<file path="src/cbd_pkg.sv">
package cbd_pkg;

  // Phases of double_clk inside one T-state; a flop loaded at the end of
  // phase N shows its new value in phase N+1.
  localparam logic [1:0] PH_FIRST   = 2'h0;
  localparam logic [1:0] PH_READY   = 2'h0;
  localparam logic [1:0] PH_S8_SET  = 2'h2;
  localparam logic [1:0] PH_S8_CLR  = 2'h0;
  localparam logic [1:0] PH_LAST    = 2'h3;

  // Wait states in T-states per access class
  localparam logic [3:0] WAIT_DRAM  = 4'h2;
  localparam logic [3:0] WAIT_FLASH = 4'h2;
  localparam logic [3:0] WAIT_HALT  = 4'h8;
  localparam logic [3:0] WAIT_SEB16 = 4'h8;
  localparam logic [3:0] WAIT_SEB8  = 4'hf;
  localparam logic [3:0] WAIT_NONE  = 4'h0;

  // Phases elapsed since the cycle was taken
  localparam logic [5:0] EL_COL     = 6'h01;
  localparam logic [5:0] EL_CAS     = 6'h02;
  localparam logic [5:0] EL_REF_RAS = 6'h01;
  localparam logic [5:0] EL_CMD     = 6'h02;
  localparam logic [5:0] EL_MAX     = 6'h3f;

  // Address bits that pick the DRAM bank
  localparam int unsigned BANK_BIT_SMALL = 19;
  localparam int unsigned BANK_BIT_LARGE = 23;

  // Chip select indices
  localparam int unsigned SEL_KBD   = 1;
  localparam int unsigned SEL_RTC   = 2;
  localparam int unsigned SEL_IDE1  = 3;
  localparam int unsigned SEL_IDE0  = 4;
  localparam int unsigned SEL_DRAM  = 5;
  localparam int unsigned SEL_FLASH = 6;

  // I/O byte address ranges of the general selects
  localparam logic [15:0] IO_KBD_A  = 16'h0060;
  localparam logic [15:0] IO_KBD_B  = 16'h0064;
  localparam logic [15:0] IO_RTC_LO = 16'h0070;
  localparam logic [15:0] IO_RTC_HI = 16'h0071;
  localparam logic [15:0] IO_ID1_LO = 16'h03f6;
  localparam logic [15:0] IO_ID1_HI = 16'h03f7;
  localparam logic [15:0] IO_ID0_LO = 16'h01f0;
  localparam logic [15:0] IO_ID0_HI = 16'h01f7;

  // Cycle type, coded as {mem_or_io, data_or_ctrl, write_or_read}
  typedef enum logic [2:0] {
    CYC_INTA    = 3'b000,
    CYC_RSVD    = 3'b001,
    CYC_IO_RD   = 3'b010,
    CYC_IO_WR   = 3'b011,
    CYC_CODE_RD = 3'b100,
    CYC_HALT    = 3'b101,
    CYC_MEM_RD  = 3'b110,
    CYC_MEM_WR  = 3'b111
  } cbd_cyc_e;

  // Byte enables, coded as {byte_high_en_n, byte_low_en_n}
  typedef enum logic [1:0] {
    BYTES_WORD    = 2'b00,
    BYTES_UPPER   = 2'b01,
    BYTES_LOWER   = 2'b10,
    BYTES_REFRESH = 2'b11
  } cbd_bytes_e;

  // Memory region the processor selects for a memory cycle
  typedef enum logic [1:0] {
    MSEL_NONE  = 2'b00,
    MSEL_DRAM  = 2'b01,
    MSEL_FLASH = 2'b10,
    MSEL_TOP   = 2'b11
  } cbd_msel_e;

endpackage

</file>
<file path="src/cbd_if.sv">
`timescale 1ns/1ns
interface cbd_if;
  logic        addr_strobe_n;
  logic [23:1] addr;
  logic        write_or_read;
  logic        data_or_ctrl;
  logic        mem_or_io;
  logic        byte_high_en_n;
  logic        byte_low_en_n;
  logic [6:1]  gen_sel_n;
  logic        upper_sel_n;
  logic        local_access_n;
  logic        cpu_reset;
  logic        dev_ready_o;
  logic        dev_ready_oe;
  logic        host_ready_o;
  logic        host_ready_oe;
  logic        ready_line;
  logic        next_addr_n;
  logic        size8_n;

  // Shared ready wire with pull-up
  assign ready_line = dev_ready_oe ? dev_ready_o : (host_ready_oe ? host_ready_o : 1'b1);

  modport dev (
    input  addr_strobe_n, addr, write_or_read, data_or_ctrl, mem_or_io,
    input  byte_high_en_n, byte_low_en_n, gen_sel_n, upper_sel_n, local_access_n,
    input  ready_line,
    output cpu_reset, dev_ready_o, dev_ready_oe, next_addr_n, size8_n
  );

  modport host (
    output addr_strobe_n, addr, write_or_read, data_or_ctrl, mem_or_io,
    output byte_high_en_n, byte_low_en_n, gen_sel_n, upper_sel_n, local_access_n,
    output host_ready_o, host_ready_oe,
    input  ready_line, cpu_reset, next_addr_n, size8_n
  );
endinterface // cbd_if

</file>
<file path="src/cbd_dev.sv">
// Functional notes
// - Processor reset is synchronized power good
// - Reset aligns bus tracker phase to processor
// - Cycle fields qualified by address strobe
// - Byte enables decode; upper byte may use low lane
// - Status bits decode into eight cycle types
// - Halt cycle: A1 low shutdown, high halt
// - Select five DRAM, six and upper flash
// - Processor maps selects one to four to I/O
// - Ready undriven during local bus accesses
// - Ready changes one phase into T-state
// - Ready forced high after sampled low
// - Next address asserted only in DRAM cycles
// - Size8 asserted phase three, released phase one
// - Processor itself takes 8-bit boot memory as size8
// - Bank from A19 or A23 per config
// - Multiplexed DRAM address row and column mapping
// - MA9 row A20, column A21 or A19
// - Board strap selects DRAM size scheme
// - Low and high column strobes per bank
// - DRAM write strobe only for writes
// - Address latch enable marks valid address
// - Read and write commands to expansion bus
// - Size8 for every 8-bit expansion bus access
`timescale 1ns/1ns
module cbd_dev (
  // Clock and reset
  input  wire logic        clk,
  input  wire logic        nrst,
  // Processor bus
  cbd_if.dev               bus,
  // Board inputs
  input  wire logic        power_good_in,
  input  wire logic        dram_size_sel,
  input  wire logic        seb_cs16_n,
  // DRAM
  output logic [10:0]      dram_addr_mux,
  output logic             row_strobe_n,
  output logic             col_strobe_a_lo_n,
  output logic             col_strobe_a_hi_n,
  output logic             col_strobe_b_lo_n,
  output logic             col_strobe_b_hi_n,
  output logic             dram_write_n,
  // Expansion bus
  output logic             addr_latch_en,
  output logic             io_read_n,
  output logic             io_write_n,
  output logic             mem_read_n,
  output logic             mem_write_n,
  // Cycle decode
  output cbd_pkg::cbd_cyc_e   cyc_type,
  output cbd_pkg::cbd_bytes_e byte_mode,
  output logic             shutdown_seen,
  output logic             halt_seen,
  output logic             upper_on_low
);

  typedef enum logic {
    DS_IDLE = 1'b0,
    DS_BUSY = 1'b1
  } cbd_dstate_e;

  cbd_dstate_e         st_ff;
  logic [1:0]          pg_sync_ff, sz_sync_ff, cs_sync_ff;
  logic                reset_ff;
  logic [1:0]          phase_ff;
  logic [23:1]         addr_ff;
  cbd_pkg::cbd_cyc_e   cyc_ff;
  cbd_pkg::cbd_bytes_e bytes_ff;
  logic                dram_ff, ref_ff, seb_ff, is8_ff;
  logic [3:0]          tcnt_ff;
  logic [5:0]          el_ff;
  logic                ready_ff, ready_oe_ff, na_ff, s8_ff;
  logic                ras_n_ff, we_n_ff;
  logic [3:0]          cas_n_ff;
  logic [10:0]         ma_ff;
  logic                ale_ff, ior_ff, iow_ff, mem_read_n_ff, mem_write_n_ff;
  logic                shut_ff, halt_ff, upl_ff;

  cbd_pkg::cbd_cyc_e   cyc_in;
  cbd_pkg::cbd_bytes_e bytes_in;
  logic                tend, cap, done, busy;
  logic                in_ref, in_dram, in_flash, in_halt, in_seb, in_8;
  logic [3:0]          waits_in;

  // Active-high strobes {b_hi, b_lo, a_hi, a_lo}
  function automatic logic [3:0] lanes(input logic bank_b, input cbd_pkg::cbd_bytes_e b);
    logic hi;
    logic lo;
    hi = (b == cbd_pkg::BYTES_WORD) || (b == cbd_pkg::BYTES_UPPER);
    lo = (b == cbd_pkg::BYTES_WORD) || (b == cbd_pkg::BYTES_LOWER);
    lanes = bank_b ? {hi, lo, 2'b00} : {2'b00, hi, lo};
  endfunction

  assign cyc_in   = cbd_pkg::cbd_cyc_e'({bus.mem_or_io, bus.data_or_ctrl, bus.write_or_read});
  assign bytes_in = cbd_pkg::cbd_bytes_e'({bus.byte_high_en_n, bus.byte_low_en_n});
  assign in_ref   = (bytes_in == cbd_pkg::BYTES_REFRESH);
  assign in_dram  = in_ref || !bus.gen_sel_n[cbd_pkg::SEL_DRAM];
  assign in_flash = !in_dram && (!bus.gen_sel_n[cbd_pkg::SEL_FLASH] || !bus.upper_sel_n);
  assign in_halt  = (cyc_in == cbd_pkg::CYC_HALT);
  assign in_seb   = !in_dram && !in_flash && !in_halt;
  // Fixed 8-bit devices, or expansion targets that do not claim 16 bits
  assign in_8     = in_seb && (!(&bus.gen_sel_n[3:1]) || cs_sync_ff[1]);

  always_comb begin
    waits_in = cbd_pkg::WAIT_SEB16;
    if (in_dram) begin
      waits_in = cbd_pkg::WAIT_DRAM;
    end else if (in_flash) begin
      waits_in = cbd_pkg::WAIT_FLASH;
    end else if (in_halt) begin
      waits_in = cbd_pkg::WAIT_HALT;
    end else if (in_8) begin
      waits_in = cbd_pkg::WAIT_SEB8;
    end
  end

  assign busy = (st_ff == DS_BUSY);
  assign tend = (phase_ff == cbd_pkg::PH_LAST);
  assign cap  = !busy && tend && !bus.addr_strobe_n && bus.local_access_n && !reset_ff;
  // Processor samples ready at the end of each T-state
  assign done = busy && tend && !ready_ff;

  // Board pins are asynchronous
  always_ff @(posedge clk or negedge nrst) begin
    if (!nrst) begin
      pg_sync_ff <= 2'b00;
      sz_sync_ff <= 2'b00;
      cs_sync_ff <= 2'b00;
      reset_ff   <= 1'b1;
    end else begin
      pg_sync_ff <= {pg_sync_ff[0], power_good_in};
      sz_sync_ff <= {sz_sync_ff[0], dram_size_sel};
      cs_sync_ff <= {cs_sync_ff[0], seb_cs16_n};
      reset_ff   <= !pg_sync_ff[1];
    end
  end

  always_ff @(posedge clk or negedge nrst) begin
    if (!nrst) begin
      phase_ff <= cbd_pkg::PH_FIRST;
    end else if (reset_ff) begin
      phase_ff <= cbd_pkg::PH_FIRST;
    end else begin
      phase_ff <= phase_ff + 2'h1;
    end
  end

  always_ff @(posedge clk or negedge nrst) begin
    if (!nrst) begin
      st_ff    <= DS_IDLE;
      addr_ff  <= '0;
      cyc_ff   <= cbd_pkg::CYC_INTA;
      bytes_ff <= cbd_pkg::BYTES_REFRESH;
      dram_ff  <= 1'b0;
      ref_ff   <= 1'b0;
      seb_ff   <= 1'b0;
      is8_ff   <= 1'b0;
      tcnt_ff  <= cbd_pkg::WAIT_NONE;
      el_ff    <= '0;
    end else if (reset_ff) begin
      st_ff <= DS_IDLE;
    end else begin
      case (st_ff)
        DS_IDLE: begin
          if (cap) begin
            st_ff    <= DS_BUSY;
            addr_ff  <= bus.addr;
            cyc_ff   <= cyc_in;
            bytes_ff <= bytes_in;
            dram_ff  <= in_dram;
            ref_ff   <= in_ref;
            seb_ff   <= in_seb;
            is8_ff   <= in_8;
            tcnt_ff  <= waits_in;
            el_ff    <= '0;
          end
        end
        DS_BUSY: begin
          if (done) begin
            st_ff <= DS_IDLE;
          end
          if (tend && tcnt_ff != cbd_pkg::WAIT_NONE) begin
            tcnt_ff <= tcnt_ff - 4'h1;
          end
          if (el_ff != cbd_pkg::EL_MAX) begin
            el_ff <= el_ff + 6'h01;
          end
        end
        default: st_ff <= DS_IDLE;
      endcase
    end
  end

  // Ready, next address and size8 move only on fixed phases
  always_ff @(posedge clk or negedge nrst) begin
    if (!nrst) begin
      ready_ff    <= 1'b1;
      ready_oe_ff <= 1'b0;
      na_ff       <= 1'b1;
      s8_ff       <= 1'b1;
    end else begin
      ready_oe_ff <= bus.local_access_n && !reset_ff;
      if (phase_ff == cbd_pkg::PH_READY) begin
        if (busy && tcnt_ff == cbd_pkg::WAIT_NONE) begin
          ready_ff <= 1'b0;
          na_ff    <= !(dram_ff && !ref_ff);
        end else begin
          ready_ff <= 1'b1;
          na_ff    <= 1'b1;
        end
      end
      if (done) begin
        na_ff <= 1'b1;
      end
      if (phase_ff == cbd_pkg::PH_S8_SET && busy && is8_ff) begin
        s8_ff <= 1'b0;
      end else if (phase_ff == cbd_pkg::PH_S8_CLR && !busy) begin
        s8_ff <= 1'b1;
      end
    end
  end

  // DRAM strobes; refresh runs column strobes before row strobe
  always_ff @(posedge clk or negedge nrst) begin
    if (!nrst) begin
      ras_n_ff <= 1'b1;
      cas_n_ff <= 4'hf;
      we_n_ff  <= 1'b1;
      ma_ff    <= '0;
    end else if (!busy || done || !dram_ff) begin
      ras_n_ff <= 1'b1;
      cas_n_ff <= 4'hf;
      we_n_ff  <= 1'b1;
    end else if (ref_ff) begin
      cas_n_ff <= 4'h0;
      ras_n_ff <= (el_ff < cbd_pkg::EL_REF_RAS);
      we_n_ff  <= 1'b1;
    end else begin
      ras_n_ff <= 1'b0;
      we_n_ff  <= !(cyc_ff == cbd_pkg::CYC_MEM_WR);
      if (el_ff >= cbd_pkg::EL_COL) begin
        ma_ff <= {addr_ff[22], sz_sync_ff[1] ? addr_ff[21] : addr_ff[19], addr_ff[18:10]};
      end else begin
        ma_ff <= {addr_ff[21], addr_ff[20], addr_ff[9:1]};
      end
      if (el_ff >= cbd_pkg::EL_CAS) begin
        // Strap high means two small banks split on A19
        cas_n_ff <= ~lanes(sz_sync_ff[1] ? addr_ff[cbd_pkg::BANK_BIT_SMALL]
                                         : addr_ff[cbd_pkg::BANK_BIT_LARGE], bytes_ff);
      end
    end
  end

  // Expansion bus address latch and commands
  always_ff @(posedge clk or negedge nrst) begin
    if (!nrst) begin
      ale_ff  <= 1'b0;
      ior_ff  <= 1'b1;
      iow_ff  <= 1'b1;
      mem_read_n_ff <= 1'b1;
      mem_write_n_ff <= 1'b1;
    end else begin
      ale_ff <= !busy && !bus.addr_strobe_n && bus.local_access_n && !reset_ff;
      if (busy && seb_ff && !done && el_ff >= cbd_pkg::EL_CMD) begin
        ior_ff  <= !(cyc_ff == cbd_pkg::CYC_IO_RD);
        iow_ff  <= !(cyc_ff == cbd_pkg::CYC_IO_WR);
        mem_read_n_ff <= !(cyc_ff == cbd_pkg::CYC_MEM_RD || cyc_ff == cbd_pkg::CYC_CODE_RD);
        mem_write_n_ff <= !(cyc_ff == cbd_pkg::CYC_MEM_WR);
      end else begin
        ior_ff  <= 1'b1;
        iow_ff  <= 1'b1;
        mem_read_n_ff <= 1'b1;
        mem_write_n_ff <= 1'b1;
      end
    end
  end

  always_ff @(posedge clk or negedge nrst) begin
    if (!nrst) begin
      shut_ff <= 1'b0;
      halt_ff <= 1'b0;
      upl_ff  <= 1'b0;
    end else begin
      shut_ff <= cap && in_halt && !bus.addr[1];
      halt_ff <= cap && in_halt && bus.addr[1];
      // Upper byte steered to the low lane while an 8-bit cycle is busy
      upl_ff  <= busy && is8_ff && (bytes_ff == cbd_pkg::BYTES_UPPER);
    end
  end

  assign bus.cpu_reset    = reset_ff;
  assign bus.dev_ready_o  = ready_ff;
  assign bus.dev_ready_oe = ready_oe_ff;
  assign bus.next_addr_n  = na_ff;
  assign bus.size8_n      = s8_ff;
  assign dram_addr_mux     = ma_ff;
  assign row_strobe_n      = ras_n_ff;
  assign col_strobe_a_lo_n = cas_n_ff[0];
  assign col_strobe_a_hi_n = cas_n_ff[1];
  assign col_strobe_b_lo_n = cas_n_ff[2];
  assign col_strobe_b_hi_n = cas_n_ff[3];
  assign dram_write_n      = we_n_ff;
  assign addr_latch_en     = ale_ff;
  assign io_read_n         = ior_ff;
  assign io_write_n        = iow_ff;
  assign mem_read_n        = mem_read_n_ff;
  assign mem_write_n       = mem_write_n_ff;
  assign cyc_type          = cyc_ff;
  assign byte_mode         = bytes_ff;
  assign shutdown_seen     = shut_ff;
  assign halt_seen         = halt_ff;
  assign upper_on_low      = upl_ff;

endmodule // cbd_dev

</file>
<file path="src/flat_wrapper.sv">
// flat-port wrapper written by rule: the top's interface ports become plain ports
module cbd_dev_flat 
  (clk, nrst, power_good_in, dram_size_sel, seb_cs16_n, dram_addr_mux, row_strobe_n, col_strobe_a_lo_n, col_strobe_a_hi_n, col_strobe_b_lo_n, col_strobe_b_hi_n, dram_write_n, addr_latch_en, io_read_n, io_write_n, mem_read_n, mem_write_n, cyc_type, byte_mode, shutdown_seen, halt_seen, upper_on_low, bus_addr_strobe_n, bus_addr, bus_write_or_read, bus_data_or_ctrl, bus_mem_or_io, bus_byte_high_en_n, bus_byte_low_en_n, bus_gen_sel_n, bus_upper_sel_n, bus_local_access_n, bus_cpu_reset, bus_dev_ready_o, bus_dev_ready_oe, bus_next_addr_n, bus_size8_n);
  cbd_if bus_i ();
  input  wire logic clk;
  input  wire logic nrst;
  input  wire logic power_good_in;
  input  wire logic dram_size_sel;
  input  wire logic seb_cs16_n;
  output logic [10:0] dram_addr_mux;
  output logic row_strobe_n;
  output logic col_strobe_a_lo_n;
  output logic col_strobe_a_hi_n;
  output logic col_strobe_b_lo_n;
  output logic col_strobe_b_hi_n;
  output logic dram_write_n;
  output logic addr_latch_en;
  output logic io_read_n;
  output logic io_write_n;
  output logic mem_read_n;
  output logic mem_write_n;
  output cbd_pkg::cbd_cyc_e cyc_type;
  output cbd_pkg::cbd_bytes_e byte_mode;
  output logic shutdown_seen;
  output logic halt_seen;
  output logic upper_on_low;
  input wire logic [$bits(bus_i.addr_strobe_n)-1:0] bus_addr_strobe_n;
  input wire logic [$bits(bus_i.addr)-1:0] bus_addr;
  input wire logic [$bits(bus_i.write_or_read)-1:0] bus_write_or_read;
  input wire logic [$bits(bus_i.data_or_ctrl)-1:0] bus_data_or_ctrl;
  input wire logic [$bits(bus_i.mem_or_io)-1:0] bus_mem_or_io;
  input wire logic [$bits(bus_i.byte_high_en_n)-1:0] bus_byte_high_en_n;
  input wire logic [$bits(bus_i.byte_low_en_n)-1:0] bus_byte_low_en_n;
  input wire logic [$bits(bus_i.gen_sel_n)-1:0] bus_gen_sel_n;
  input wire logic [$bits(bus_i.upper_sel_n)-1:0] bus_upper_sel_n;
  input wire logic [$bits(bus_i.local_access_n)-1:0] bus_local_access_n;
  output wire logic [$bits(bus_i.cpu_reset)-1:0] bus_cpu_reset;
  output wire logic [$bits(bus_i.dev_ready_o)-1:0] bus_dev_ready_o;
  output wire logic [$bits(bus_i.dev_ready_oe)-1:0] bus_dev_ready_oe;
  output wire logic [$bits(bus_i.next_addr_n)-1:0] bus_next_addr_n;
  output wire logic [$bits(bus_i.size8_n)-1:0] bus_size8_n;
  assign bus_i.addr_strobe_n = bus_addr_strobe_n;
  assign bus_i.addr = bus_addr;
  assign bus_i.write_or_read = bus_write_or_read;
  assign bus_i.data_or_ctrl = bus_data_or_ctrl;
  assign bus_i.mem_or_io = bus_mem_or_io;
  assign bus_i.byte_high_en_n = bus_byte_high_en_n;
  assign bus_i.byte_low_en_n = bus_byte_low_en_n;
  assign bus_i.gen_sel_n = bus_gen_sel_n;
  assign bus_i.upper_sel_n = bus_upper_sel_n;
  assign bus_i.local_access_n = bus_local_access_n;
  assign bus_cpu_reset = bus_i.cpu_reset;
  assign bus_dev_ready_o = bus_i.dev_ready_o;
  assign bus_dev_ready_oe = bus_i.dev_ready_oe;
  assign bus_next_addr_n = bus_i.next_addr_n;
  assign bus_size8_n = bus_i.size8_n;
  cbd_dev u_core (.clk(clk), .nrst(nrst), .bus(bus_i), .power_good_in(power_good_in), .dram_size_sel(dram_size_sel), .seb_cs16_n(seb_cs16_n), .dram_addr_mux(dram_addr_mux), .row_strobe_n(row_strobe_n), .col_strobe_a_lo_n(col_strobe_a_lo_n), .col_strobe_a_hi_n(col_strobe_a_hi_n), .col_strobe_b_lo_n(col_strobe_b_lo_n), .col_strobe_b_hi_n(col_strobe_b_hi_n), .dram_write_n(dram_write_n), .addr_latch_en(addr_latch_en), .io_read_n(io_read_n), .io_write_n(io_write_n), .mem_read_n(mem_read_n), .mem_write_n(mem_write_n), .cyc_type(cyc_type), .byte_mode(byte_mode), .shutdown_seen(shutdown_seen), .halt_seen(halt_seen), .upper_on_low(upper_on_low));
endmodule
</file>
<file path="config.mk">
export PLATFORM = sky130hd
export DESIGN_NAME = cbd_dev_flat
export DESIGN_NICKNAME = d
export VERILOG_FILES = /design/src/cbd_pkg.sv /design/src/cbd_if.sv /design/src/cbd_dev.sv /design/src/flat_wrapper.sv
export SDC_FILE = /design/constraint.sdc
export NUM_CORES = 1
export LEC_CHECK = 0
export BUFFER_PORTS_ARGS = -buffer_cell sky130_fd_sc_hd__buf_2
export CAP_MARGIN = 20
export CORE_MARGIN = 2
export CORE_UTILIZATION = 58
export DETAILED_ROUTE_END_ITERATION = 12
export PLACE_DENSITY = 0.85
export REMOVE_ABC_BUFFERS = 1
export SYNTH_ARGS = -nofsm -noshare
export SYNTH_HDL_FRONTEND = slang
export SYNTH_SLANG_ARGS = --single-unit
</file>
<file path="constraint.sdc">
create_clock -name clk -period 4.6 [get_ports clk]
set_input_delay 0.92 -clock clk [delete_from_list [all_inputs] [get_ports clk]]
set_output_delay 0.92 -clock clk [all_outputs]
set_load 0.01 [all_outputs]
</file>
After elaboration in Yosys (flattened, before gate mapping)
Index checks and enable logic that the tools add are counted.

storage, ports and cells
  flip-flop bits (word level) = 81
  input port bits = 42

operators by class
  add/subtract/negate cells = 3
  magnitude comparators = 3
  eq/ne operators = 15
  mux-type cells = 36
  bitwise operators = 5
  reduce and logical (&&, ||, !) cells = 69

operators by type and width
  kind                 count
  $mux 4               8
  $logic_and 1x1->1    28
  $logic_not 1->1      21
  $mux 1               19
  $eq 3x3->1 const B   4
  $mux 6               2
  $pmux 6 s2           1
  $reduce_and 3->1     4
  $mux 11              1
  $eq 2x2->1 const B   4
  $logic_or 1x1->1     8
  $pmux 4 s2           1
  $add 6x1->6 const B  1
  $eq 3x2->1 const B   2
  $ge 6x1->1 const B   1
  $ge 6x2->1 const B   1
  $lt 6x1->1 const B   1
  $mux 3               2
  $ne 6x6->1 const B   1
  $logic_not 2->1      2
  $logic_not 4->1      1
  $ne 2x2->1 const B   2
  $not 1->1            4
  $not 4->4            1
  10 further kinds     11

Logic depth before layout (Yosys ltp)
Gate-level depths: netlist of the first run.

  depth in word-level cells = 14
  depth in mapped cells = 7

Worst setup path after synthesis of the first run
Ideal clock, no wire load.

  path type = in2reg
  from = in bus_addr_strobe_n
  to = reg u_core.is8_ff
  setup time = 0.119 ns
  arrival = 1.948 ns
  data required time = 4.481 ns
  setup slack = 2.532 ns
  stages on the path = 6
  buffers on the path = 2
  cell sequence = nand2b_1 > or3_1 > clkbuf_1 > clkbuf_1 > nand2_1 > nand2_1

between the ends
  longest elaborated chain between the ends = 5

ends and longest elaborated chain
  element                            RTL line            text
  from (decl)                        flat_wrapper.sv:27  input wire logic [$bits(bus_i.addr_strobe_n)-1:0] bus_addr_strobe_n;
  $logic_not 1->1                    cbd_dev.sv:120      assign cap = !busy && tend && !bus.addr_strobe_n && bus.local_access_n && !reset_ff;
  $logic_and 1x1->1 (3 in a row)     cbd_dev.sv:120
  $reduce_and 3->1 (no source line)  --
  to (signal assigned)               cbd_dev.sv:174      is8_ff <= in_8;
  to (decl)                          cbd_dev.sv:70       logic dram_ff, ref_ff, seb_ff, is8_ff;

Every way passes these cells.
A chain may end at the register's enable or synchronous reset.

Worst setup path in the final report of the first run
  from = reg u_core.st_ff (netlist: u_core.busy)
  to = reg u_core.cas_n_ff[2]

between the ends
  longest elaborated chain between the ends = 5
  elaborated cells on any way between the ends = 7
  classes of those cells = mux (1); reduce/logical (6)

ends and longest elaborated chain
  element                                                       RTL line        text
  from (decl)                                                   cbd_dev.sv:63   cbd_dstate_e st_ff;
  from (signal assigned)                                        cbd_dev.sv:151  st_ff <= DS_IDLE;
  from (signal assigned)                                        cbd_dev.sv:162  st_ff <= DS_IDLE;
  from (signal assigned)                                        cbd_dev.sv:167  st_ff <= DS_BUSY;
  $logic_and 1x1->1 (2 in a row)                                cbd_dev.sv:122  assign done = busy && tend && !ready_ff;
  $logic_or 1x1->1 * (2 in a row)                               cbd_dev.sv:231  end else if (!busy || done || !dram_ff) begin
  $reduce_bool 3->1 (no source line) or $mux 4 (tied branches)  --
  to (signal assigned)                                          cbd_dev.sv:249  cas_n_ff <= ~lanes(sz_sync_ff[1] ? addr_ff[cbd_pkg::BANK_BIT_SMALL]
  to (decl)                                                     cbd_dev.sv:75   logic [3:0] cas_n_ff;

Mark *: on every way between the ends. The rest lies on a longest branch, timed or not.

==> results of run 1 <==
==> through the flow <==
stage / cells / power, W / hold slack, ps
2_1_floorplan: 335 / 0.00102 / 331
3_5_place_dp: 486 / 0.00112 / 336
5_1_grt: 503 / 0.00170 / 361
6_report: 503 / 0.00161 / 351
3_3_place_gp: 486 / 0.00111 / 332
4_1_cts: 502 / 0.00162 / 354
==> final timing paths <==
| kind | from | to | slack, ps |
|---|---|---|---|
| worst max-delay path | u_core.busy | u_core.cas_n_ff[2] | 1830 |
| max in group asynchronous | nrst | u_core.ref_ff | 3250 |
| worst max register to register | u_core.busy | u_core.cas_n_ff[2] | 1830 |
| worst min register to register | u_core.pg_sync_ff[0] | u_core.pg_sync_ff[1] | 350 |
| worst min-delay path | u_core.pg_sync_ff[0] | u_core.pg_sync_ff[1] | 350 |
| min in group asynchronous | nrst | u_core.dram_addr_mux[5] | 740 |
==> routing by layer <==
metal  GRT usage [%]  up-vias  share of wire, %
met5               0        -              0.18
met4            15.1        2               2.8
met3            5.00       17               4.7
met2            37.1       86                48
met1            30.9     1287                44
li1                -     1309                 -
==> synthesized netlist by cell type, drive strengths merged, types with 2 or more instances <==
| cell type | n | area share, % |
|---|---|---|
| mux2i | 12 | 3.5 |
| nand2 | 115 | 12 |
| or4 | 2 | 0.54 |
| nand3 | 10 | 1.4 |
| dfrtp | 65 | 47 |
| nand4 | 2 | 0.36 |
| nand3b | 2 | 0.43 |
| nor3 | 7 | 1.0 |
| o21ai | 25 | 3.6 |
| and3 | 2 | 0.36 |
| nand2b | 4 | 0.72 |
| nor2b | 5 | 0.90 |
| or3 | 3 | 0.58 |
| o22ai | 2 | 0.36 |
| ha | 8 | 2.9 |
| inv | 13 | 1.4 |
| o31ai | 2 | 0.43 |
| o221ai | 2 | 0.51 |
| mux2 | 6 | 1.9 |
| a21oi | 8 | 1.2 |
| clkbuf | 12 | 1.3 |
| nor2 | 9 | 0.97 |
| dfstp | 16 | 12 |
==> layout make-up <==
cell class | instances | area (sq um)
flip-flops and latches | 81 | 2050
clock inverters | 5 | 57.6
clock buffers | 11 | 131
fillers | 425 | 1740
well taps | 75 | 93.8
inverters | 13 | 48.8
multi-input cells | 241 | 1320
repair buffers | 77 | 413
==> flip-flops by register name, indices dropped and copies added (netlist names), 2 cells and up <==
signal                count
u_core.cs_sync_ff         2
u_core.dram_addr_mux     11
u_core.byte_mode          2
u_core.phase_ff           2
u_core.pg_sync_ff         2
u_core.el_ff              6
u_core.tcnt_ff            4
u_core.addr_ff           23
u_core.sz_sync_ff         2
u_core.cas_n_ff           4
u_core.cyc_type           3
==> worst max-delay path, delay by kind of cell, from the launching register on <==
family	cells	cell delay, ps
flops	1	710
mux	1	410
simple gates	2	1570
==> power groups by stage <==
| stage | Combinational [W] | Sequential [W] | Clock (W) |
|---|---|---|---|
| final | 0.000251 | 0.000862 | 0.000497 |
| after detailed placement | 0.000253 | 0.000872 | 0 |
| after global routing | 0.000287 | 0.000873 | 0.000537 |
| after floorplan | 0.000157 | 0.000866 | 0 |
| after CTS | 0.000254 | 0.000859 | 0.000506 |
| after global placement | 0.000240 | 0.000867 | 0 |
==> logic make-up (layout without fill, tap and decap cells) <==
kind of cell / Yosys count / after routing / synth area share, %
muxes: 18 / 18 / 5.42
and+or+nand+nor: 167 / 167 / 21.3
buffers and inverters: 26 / 106 / 3.03
AOI/OAI and AO/OA: 48 / 48 / 8.27
DFF: 81 / 81 / 59.1
adders and majority gates: 8 / 8 / 2.89
==> flow_metrics.py, run 1 <==
metrics = {
    "status": {
        "outcome": "finished clean",
    },
    "timing": {
        "grt_setup_unrepaired": "no",
        "fin_crit_sh_pct": 60.3,
        "max_slew.worst_pin.slew_ps": 968,
        "slew_viol_final": 0,
        "setup_viol": 0,
        "period_needed_ps": 2770,
        "tns_ps": 0,
        "fin_skew_ps": 6.44,
        "relSlewSlack_pct": 35.5,
        "finalHoldViolCount": 0,
        "setup_ws_ps": 1830,
        "maxClockFrequency_mhz": 360,
    },
    "critical_path": {
        "slowest_stage": "nand3_1",
        "crit_path_cell_trace": "nand3_1, nor3_1, mux2_2",
        "critPathKind": "reg -> reg",
        "cpPeakStageDelay_ps": 810,
        "startpoint_type": "flip-flop",
        "end_kind": "flip-flop",
        "reg2reg_depth": 3,
        "critical_path.max_fanout": 24,
        "cp.arrival_ps": 3040,
        "worst_ep_required_time_ps": 4870,
    },
    "cells_and_area": {
        "fin_util_pct": 70.3,
        "diodes": 0,
        "final_cell_area_sq_um": 4110,
        "final_cell_mix": "115 x nand2_1, 74 x buf_2, 65 x dfrtp_1, 16 x dfstp_2, 15 x o21ai_0",
        "nets": 473,
        "layout_commonest_cell": "nand2_1",
        "syn2layout_area_growth_pct": 18.6,
        "drive_gt1_share_pct": 27.6,
    },
    "floorplan": {
        "die_area_sq_um": 6610,
        "start_util_pct": 59.2,
        "die_width_um": 81.3,
        "io_pins": 77,
        "coreArea_sq_um": 5850,
        "num_rows": 28,
        "die_h_um": 81.3,
    },
    "logic_synthesis": {
        "synth_cells": 348,
        "syn_area_sq_um": 3470,
        "synth_edf_count": 0,
        "yosys_warnings": 0,
        "ys_types": 42,
        "ys.flop_type": "dfrtp_1",
        "ys_async_sr_fraction_pct": 100,
        "synth_seq_area_share_pct": 59.1,
        "ys_seq_elements": 81,
        "syn_area_per_cell_sq_um": 9.96,
    },
    "global_routing": {
        "grt_max_degree": 82,
        "antenna_found_initial": 1,
        "grt-ovfl-total": 0,
        "grt_pass1_wl_mm": 11.9,
        "grt_pass1_vias": 2685,
        "grt_use_total_pct": 24.0,
    },
    "clocking": {
        "cts-htree-levels": 3,
        "numCtsBuffers": 9,
        "cts_resized": 0,
        "cts.clk_slew.worst_paths_ps": 80,
        "postCtsHoldBufs": 0,
        "post_cts_buffers": 0,
        "clk_path_buf_depth": 2,
        "cts_tree": "done",
        "clk_latency_ps": 340,
        "root_buffer": "clkbuf_8",
        "cts.sinks": 81,
    },
    "power": {
        "pwr-share-seq_pct": 53.5,
        "power_density_nw_per_um2": 392,
        "p_leak_nw": 2.09,
        "p_int_w": 0.00116,
        "power.share.clock_pct": 30.9,
        "netSwitchingPower_w": 0.000447,
        "ir_drop_mv": 0.267,
        "swShare_pct": 27.8,
        "combPwrFrac_pct": 15.6,
    },
    "placement": {
        "pre_cts_ws_ps": 1870,
        "gp_congestion": 0.866,
        "dp_hpwl_mm": 4.85,
        "io_buffers": 75,
        "post_dp_cell_area_sq_um": 3890,
    },
    "drt": {
        "routed_wl_mm": 7.18,
        "wl_per_cell_um": 14.3,
        "route.detailed.drc": 0,
        "ant_nets": 0,
        "drtPass1Iterations": 5,
        "drtIter0Drc": 157,
        "viasPerCell": 5.37,
        "num_vias": 2701,
    },
    "worst_hold_path": {
        "min_path_cells": 0,
        "hp-class": "reg -> reg",
    },
    "run": {
        "drv_cap": 0,
    },
}
(Power assumes the default switching activity.)
==> inputs of run 2 (changes only) <==
--- a/config.mk
+++ b/config.mk
@@ -8,9 +8,9 @@
 export BUFFER_PORTS_ARGS = -buffer_cell sky130_fd_sc_hd__buf_2
 export CAP_MARGIN = 20
 export CORE_MARGIN = 2
-export CORE_UTILIZATION = 58
+export CORE_UTILIZATION = 54
 export DETAILED_ROUTE_END_ITERATION = 12
-export PLACE_DENSITY = 0.85
+export PLACE_DENSITY = 0.8
 export REMOVE_ABC_BUFFERS = 1
 export SYNTH_ARGS = -nofsm -noshare
 export SYNTH_HDL_FRONTEND = slang
==> constraint.sdc (replaced) <==
create_clock -name clk -period 2.6 [get_ports clk]
set_input_delay 0.52 -clock clk [delete_from_list [all_inputs] [get_ports clk]]
set_output_delay 0.52 -clock clk [all_outputs]
set_load 0.01 [all_outputs]
==> flow_metrics.py, run 2 (synthesis results as in run 1) <==
metrics = {
    "status": {
        "outcome": "finished clean",
    },
    "floorplan": {
        "die_width_um": 84.1,
        "io_pins": 77,
        "start_util_pct": 55.2,
        "coreArea_sq_um": 6280,
        "num_rows": 29,
        "die_area_sq_um": 7080,
        "die_h_um": 84.1,
    },
    "drt": {
        "viasPerCell": 5.29,
        "drtPass1Iterations": 4,
        "route.detailed.drc": 0,
        "num_vias": 2696,
        "drtIter0Drc": 220,
        "routed_wl_mm": 7.31,
        "wl_per_cell_um": 14.3,
        "ant_nets": 0,
    },
    "timing": {
        "finalHoldViolCount": 0,
        "slew_viol_final": 0,
        "grt_setup_unrepaired": "no",
        "relSlewSlack_pct": 58.6,
        "fin_skew_ps": 10.4,
        "max_slew.worst_pin.slew_ps": 621,
        "fin_crit_sh_pct": 78.8,
        "period_needed_ps": 2050,
        "setup_viol": 0,
        "tns_ps": 0,
        "maxClockFrequency_mhz": 488,
    },
    "clocking": {
        "root_buffer": "clkbuf_8",
        "cts_resized": 0,
        "cts_tree": "done",
        "clk_path_buf_depth": 2,
        "numCtsBuffers": 9,
        "cts.sinks": 81,
        "cts-htree-levels": 3,
        "clk_latency_ps": 340,
        "cts.clk_slew.worst_paths_ps": 70,
    },
    "placement": {
        "dp_hpwl_mm": 5.02,
        "numPlacedInstances": 492,
        "io_buffers": 75,
        "gp_congestion": 0.796,
    },
    "cells_and_area": {
        "regMostFlops": "u_core.addr_ff",
        "layout_commonest_cell": "nand2_1",
        "final_cell_mix": "115 x nand2_1, 74 x buf_2, 65 x dfrtp_1, 16 x dfstp_2, 15 x o21ai_0",
        "fin_util_pct": 67.0,
        "stdcell_count": 510,
        "diodes": 0,
        "nets": 478,
        "fillers": 512,
        "syn2layout_area_growth_pct": 21.3,
        "largest_reg_flops": 23,
        "drive_gt1_share_pct": 27.9,
    },
    "power": {
        "swShare_pct": 25.3,
        "p_int_w": 0.00229,
        "p_leak_nw": 2.13,
        "pwr-share-seq_pct": 49.8,
        "ir_drop_mv": 0.383,
        "netSwitchingPower_w": 0.000774,
        "power.share.clock_pct": 35.5,
        "power_density_nw_per_um2": 728,
        "p_total_w": 0.00306,
        "combPwrFrac_pct": 14.7,
    },
    "global_routing": {
        "antenna_found_initial": 0,
        "grt_max_degree": 81,
        "grt-ovfl-total": 0,
        "grt_pass1_vias": 2681,
        "grt_use_total_pct": 22.7,
        "grt_pass1_wl_mm": 12.7,
    },
    "critical_path": {
        "reg2reg_slack_ps": 550,
        "worst_ep_required_time_ps": 2830,
        "end_kind": "flip-flop",
        "cp.arrival_ps": 2280,
        "critPathKind": "reg -> reg",
        "startpoint_type": "flip-flop",
        "critical_path.max_fanout": 18,
    },
    "run": {
        "drv_cap": 0,
    },
    "worst_hold_path": {
        "hp-class": "in -> reg",
    },
}
## run 2: cell types whose count changed in the layout (fill, tap and decap cells not counted), sizes merged
cell         previous run  this run
clkbuf                 11        13
clkinv                  4         0
buf                    77        81
bufinv                  1         3
dlygate4sd3             0         1
## run 2: final timing paths
| kind | cells past startpoint | endpoint | start |
|---|---|---|---|
| worst max-delay path | 4 | u_core.tcnt_ff[3] | u_core.busy |
| worst min-delay path | 1 | u_core.pg_sync_ff[0] | power_good_in |
| worst max register to register | 4 | u_core.tcnt_ff[3] | u_core.busy |
| worst min register to register | 0 | u_core.pg_sync_ff[1] | u_core.pg_sync_ff[0] |
| max in group asynchronous | 4 | u_core.cas_n_ff[3] | nrst |
| min in group asynchronous | 2 | u_core.addr_ff[12] | nrst |
## run 2: area by class of cell
cell class	instances	area [sq um]	share of cell area, %
clock buffers	13	149	3.54
clock inverters	3	90.1	2.14
inverters	13	48.8	1.16
multi-input cells	241	1320	31.4
flip-flops and latches	81	2050	48.7
well taps	77	96.3	2.29
repair buffers	82	453	10.8
## run 2: repair_timing
item / in CTS / in global routing
hold buffers: 0 / 1
endpoints found under the hold margin: 0 / 8
setup buffers: 0 / 0
## run 2: routing by layer
metal | GRT usage (%) | routed length [um]
met1 | 28.7 | 3000
met3 | 4.95 | 352
met4 | 9.53 | 142
met2 | 38.0 | 3810
met5 | 0 | 0
## run 2: power groups by stage
stage               Combinational [W]  Clock [W]  Sequential [W]
floorplan                    0.000279          0         0.00153
global placement             0.000427          0         0.00154
detailed placement           0.000446          0         0.00154
CTS                          0.000452    0.00111         0.00152
global route                 0.000513    0.00117         0.00154
finish                       0.000451    0.00108         0.00152
## run 2: per-stage QoR
stage	setup WS [ps]	hold WS, ps	instance area (sq um)
CTS	604	273	4170
global route	409	257	4200
detailed placement	597	341	3930
floorplan	-243	224	3410
finish	551	290	4200
global placement	593	332	3930
## run 2: critical path, cell delays in order, from the launching register on
cell and delay [ps]:
dfrtp_1 720, nor4bb_1 550, a211o_1 290, o221ai_1 190, a21o_1 180
==> inputs of run 3 (changes only) <==
--- a/config.mk
+++ b/config.mk
@@ -5,12 +5,13 @@
 export SDC_FILE = /design/constraint.sdc
 export NUM_CORES = 1
 export LEC_CHECK = 0
+export ABC_AREA = 1
 export BUFFER_PORTS_ARGS = -buffer_cell sky130_fd_sc_hd__buf_2
 export CAP_MARGIN = 20
 export CORE_MARGIN = 2
 export CORE_UTILIZATION = 54
 export DETAILED_ROUTE_END_ITERATION = 12
-export PLACE_DENSITY = 0.8
+export PLACE_DENSITY = 0.79
 export REMOVE_ABC_BUFFERS = 1
 export SYNTH_ARGS = -nofsm -noshare
 export SYNTH_HDL_FRONTEND = slang
==> constraint.sdc (replaced) <==
create_clock -name clk -period 2 [get_ports clk]
set_input_delay 0.4 -clock clk [delete_from_list [all_inputs] [get_ports clk]]
set_output_delay 0.4 -clock clk [all_outputs]
set_load 0.01 [all_outputs]
==> flow_metrics.py, run 3 <==
metrics = {
    "logic_synthesis": {
        "synth-simple-area-share_pct": 25.6,
        "synth_common_cells": "155 x nand2_1, 65 x dfrtp_1, 40 x inv_1, 26 x o21ai_0, 20 x nand3_1",
        "synth_top_family_by_area": "simple AND/OR/NAND/NOR gates",
        "ys_async_sr_fraction_pct": 100,
        "synth_cells": 407,
        "ys_seq_elements": 81,
        "synth_seq_area_share_pct": 56.5,
        "syn_area_per_cell_sq_um": 8.90,
        "syn_area_sq_um": 3620,
        "synth_xor_area_share_pct": 0,
        "yosys.area.top_type": "dfrtp_1",
        "ys.flop_type": "dfrtp_1",
        "ys_types": 27,
        "muxShareOfSynthArea_pct": 0,
        "synth.most_common_cell": "nand2_1",
        "synth_edf_count": 0,
        "synth_compound_area_share_pct": 8.29,
        "synth_fa_ha_area_share_pct": 2.76,
        "yosys_warnings": 0,
        "synthTopCellsByArea": "dfrtp_1 45%, nand2_1 16%, dfstp_2 12%",
        "synth_top_area_share_pct": 44.9,
    },
    "clocking": {
        "cts.clk_slew.worst_paths_ps": 70,
        "numCtsBuffers": 9,
        "clk_path_buf_depth": 2,
        "post_cts_buffers": 0,
        "cts_tree": "done",
        "cts.sinks": 81,
        "clk_latency_ps": 360,
        "cts-htree-levels": 3,
        "root_buffer": "clkbuf_8",
    },
    "timing": {
        "tns_ps": 0,
        "slew_viol_final": 0,
        "finalHoldViolCount": 0,
        "maxClockFrequency_mhz": 621,
        "setup_viol": 0,
        "fin_crit_sh_pct": 80.6,
        "relSlewSlack_pct": 67.4,
        "max_slew.worst_pin.slew_ps": 484,
        "fin_skew_ps": 12.4,
        "grt_setup_unrepaired": "no",
        "period_needed_ps": 1610,
    },
    "worst_hold_path": {
        "hp-class": "in -> reg",
        "min_path_cells": 1,
    },
    "cells_and_area": {
        "nets": 541,
        "largest_reg_flops": 23,
        "drive_gt1_share_pct": 26.8,
        "regMostFlops": "u_core.addr_ff",
        "fillers": 522,
        "diodes": 0,
        "layout_commonest_cell": "nand2_1",
        "final_cell_mix": "155 x nand2_1, 74 x buf_2, 65 x dfrtp_1, 40 x inv_1, 26 x o21ai_0",
        "final_cell_area_sq_um": 4310,
        "syn2layout_area_growth_pct": 19.1,
    },
    "drt": {
        "routed_wl_mm": 7.31,
        "num_vias": 2914,
        "ant_nets": 0,
        "drtIter0Drc": 179,
        "drtPass1Iterations": 4,
        "route.detailed.drc": 0,
        "wl_per_cell_um": 12.8,
        "viasPerCell": 5.09,
    },
    "floorplan": {
        "num_rows": 29,
        "coreArea_sq_um": 6420,
        "io_pins": 77,
        "die_area_sq_um": 7380,
        "die_width_um": 85.9,
        "die_h_um": 85.9,
        "start_util_pct": 56.4,
    },
    "placement": {
        "dp_hpwl_mm": 5.18,
        "post_dp_cell_area_sq_um": 4100,
        "gp_congestion": 0.879,
        "io_buffers": 75,
    },
    "status": {
        "outcome": "finished clean",
    },
    "critical_path": {
        "reg2reg_slack_ps": 390,
        "cp.arrival_ps": 1890,
        "reg2reg_depth": 7,
        "critPathKind": "reg -> reg",
        "critical_path.max_fanout": 12,
        "worst_ep_required_time_ps": 2280,
        "startpoint_type": "flip-flop",
        "end_kind": "flip-flop",
    },
    "power": {
        "p_leak_nw": 2.23,
        "power_density_nw_per_um2": 865,
        "ir_drop_mv": 0.518,
    },
    "global_routing": {
        "grt_pass1_wl_mm": 12.4,
        "grt_max_degree": 29,
        "grt_use_total_pct": 21.8,
        "antenna_found_initial": 0,
        "grt-ovfl-total": 0,
        "grt_pass1_vias": 2829,
    },
    "run": {
        "drv_cap": 0,
    },
}
## run 3: changes by cell type after synthesis, moves of 8 or more
cell / previous run / this run
nand3_1: 10 / 20
clkbuf_1: 12 / 2
nand2_1: 115 / 155
a21oi_1: 8 / 0
inv_1: 13 / 40
o211ai_1: 0 / 11
mux2i_1: 12 / 0
o21ai_0: 15 / 26
nor2_1: 9 / 18
## run 3: layout make-up
class                           count  area (sq um)  share of cell area [%]
Clock buffer                       12           135                    3.13
Clock inverter                      4          70.1                    1.62
Inverter                           43           161                    3.74
Multi-Input combinational cell    270          1330                    30.8
Sequential cell                    81          2050                    47.4
Tap cell                           77          96.3                    2.23
Timing Repair Buffer               86           475                    11.0
## run 3: power by group
part	switching (W)	total [W]	internal, W
clock	0.000556	0.00126	0.000700
combinational	0.000312	0.000512	0.000200
sequential	0.000111	0.00196	0.00185
total	0.000978	0.00373	0.00275
## run 3: kinds of logic (layout without fill, tap and decap cells)
family,after synthesis,count (layout)
simple gates,213,213
flops,81,81
buf+inv,56,145
compound gates,49,49
fa+ha+maj,8,8
## run 3: path summary, 6_finish.rpt
| check | startpoint | endpoint |
|---|---|---|
| worst max-delay path | u_core.el_ff[1] | u_core.el_ff[0] |
| worst min-delay path | seb_cs16_n | u_core.cs_sync_ff[0] |
| worst max register to register | u_core.el_ff[1] | u_core.el_ff[0] |
| worst min register to register | u_core.pg_sync_ff[0] | u_core.pg_sync_ff[1] |
| max in group asynchronous | nrst | u_core.row_strobe_n |
| min in group asynchronous | nrst | u_core.addr_ff[12] |
## run 3: per-stage QoR
stage          worst slack, ps  util (%)  total power [W]  instances  hold WS [ps]
6_report                   389      67.2          0.00373        573           148
2_1_floorplan              238         -          0.00228        394           104
5_1_grt                    216      67.2          0.00394        573           138
4_1_cts                    383      67.2          0.00376        573           135
3_3_place_gp               464      63.8          0.00247        556           319
3_5_place_dp               398      63.8          0.00250        556           324
## run 3: layer usage
metal,vias to the layer above,global-route usage [%],wire [um]
li1,1452,-,-
met5,-,0,0
met1,1387,27.2,3340
met3,11,5.10,316
met2,64,35.9,3520
met4,0,10.1,129
## run 3: worst max-delay path, cell delays in order, from the launching register on
cell,delay (ps)
dfrtp_1,500
ha_1,220
nand2_1,90
nor2_1,160
nand3_1,120
nand3_2,260
nand2_1,130
o21ai_2,70
## run 3: repair_timing
item	in CTS	in global routing
resized for setup	0	0
endpoints found under the setup margin	0	0
hold endpoints to repair	22	0
hold buffers	1	0
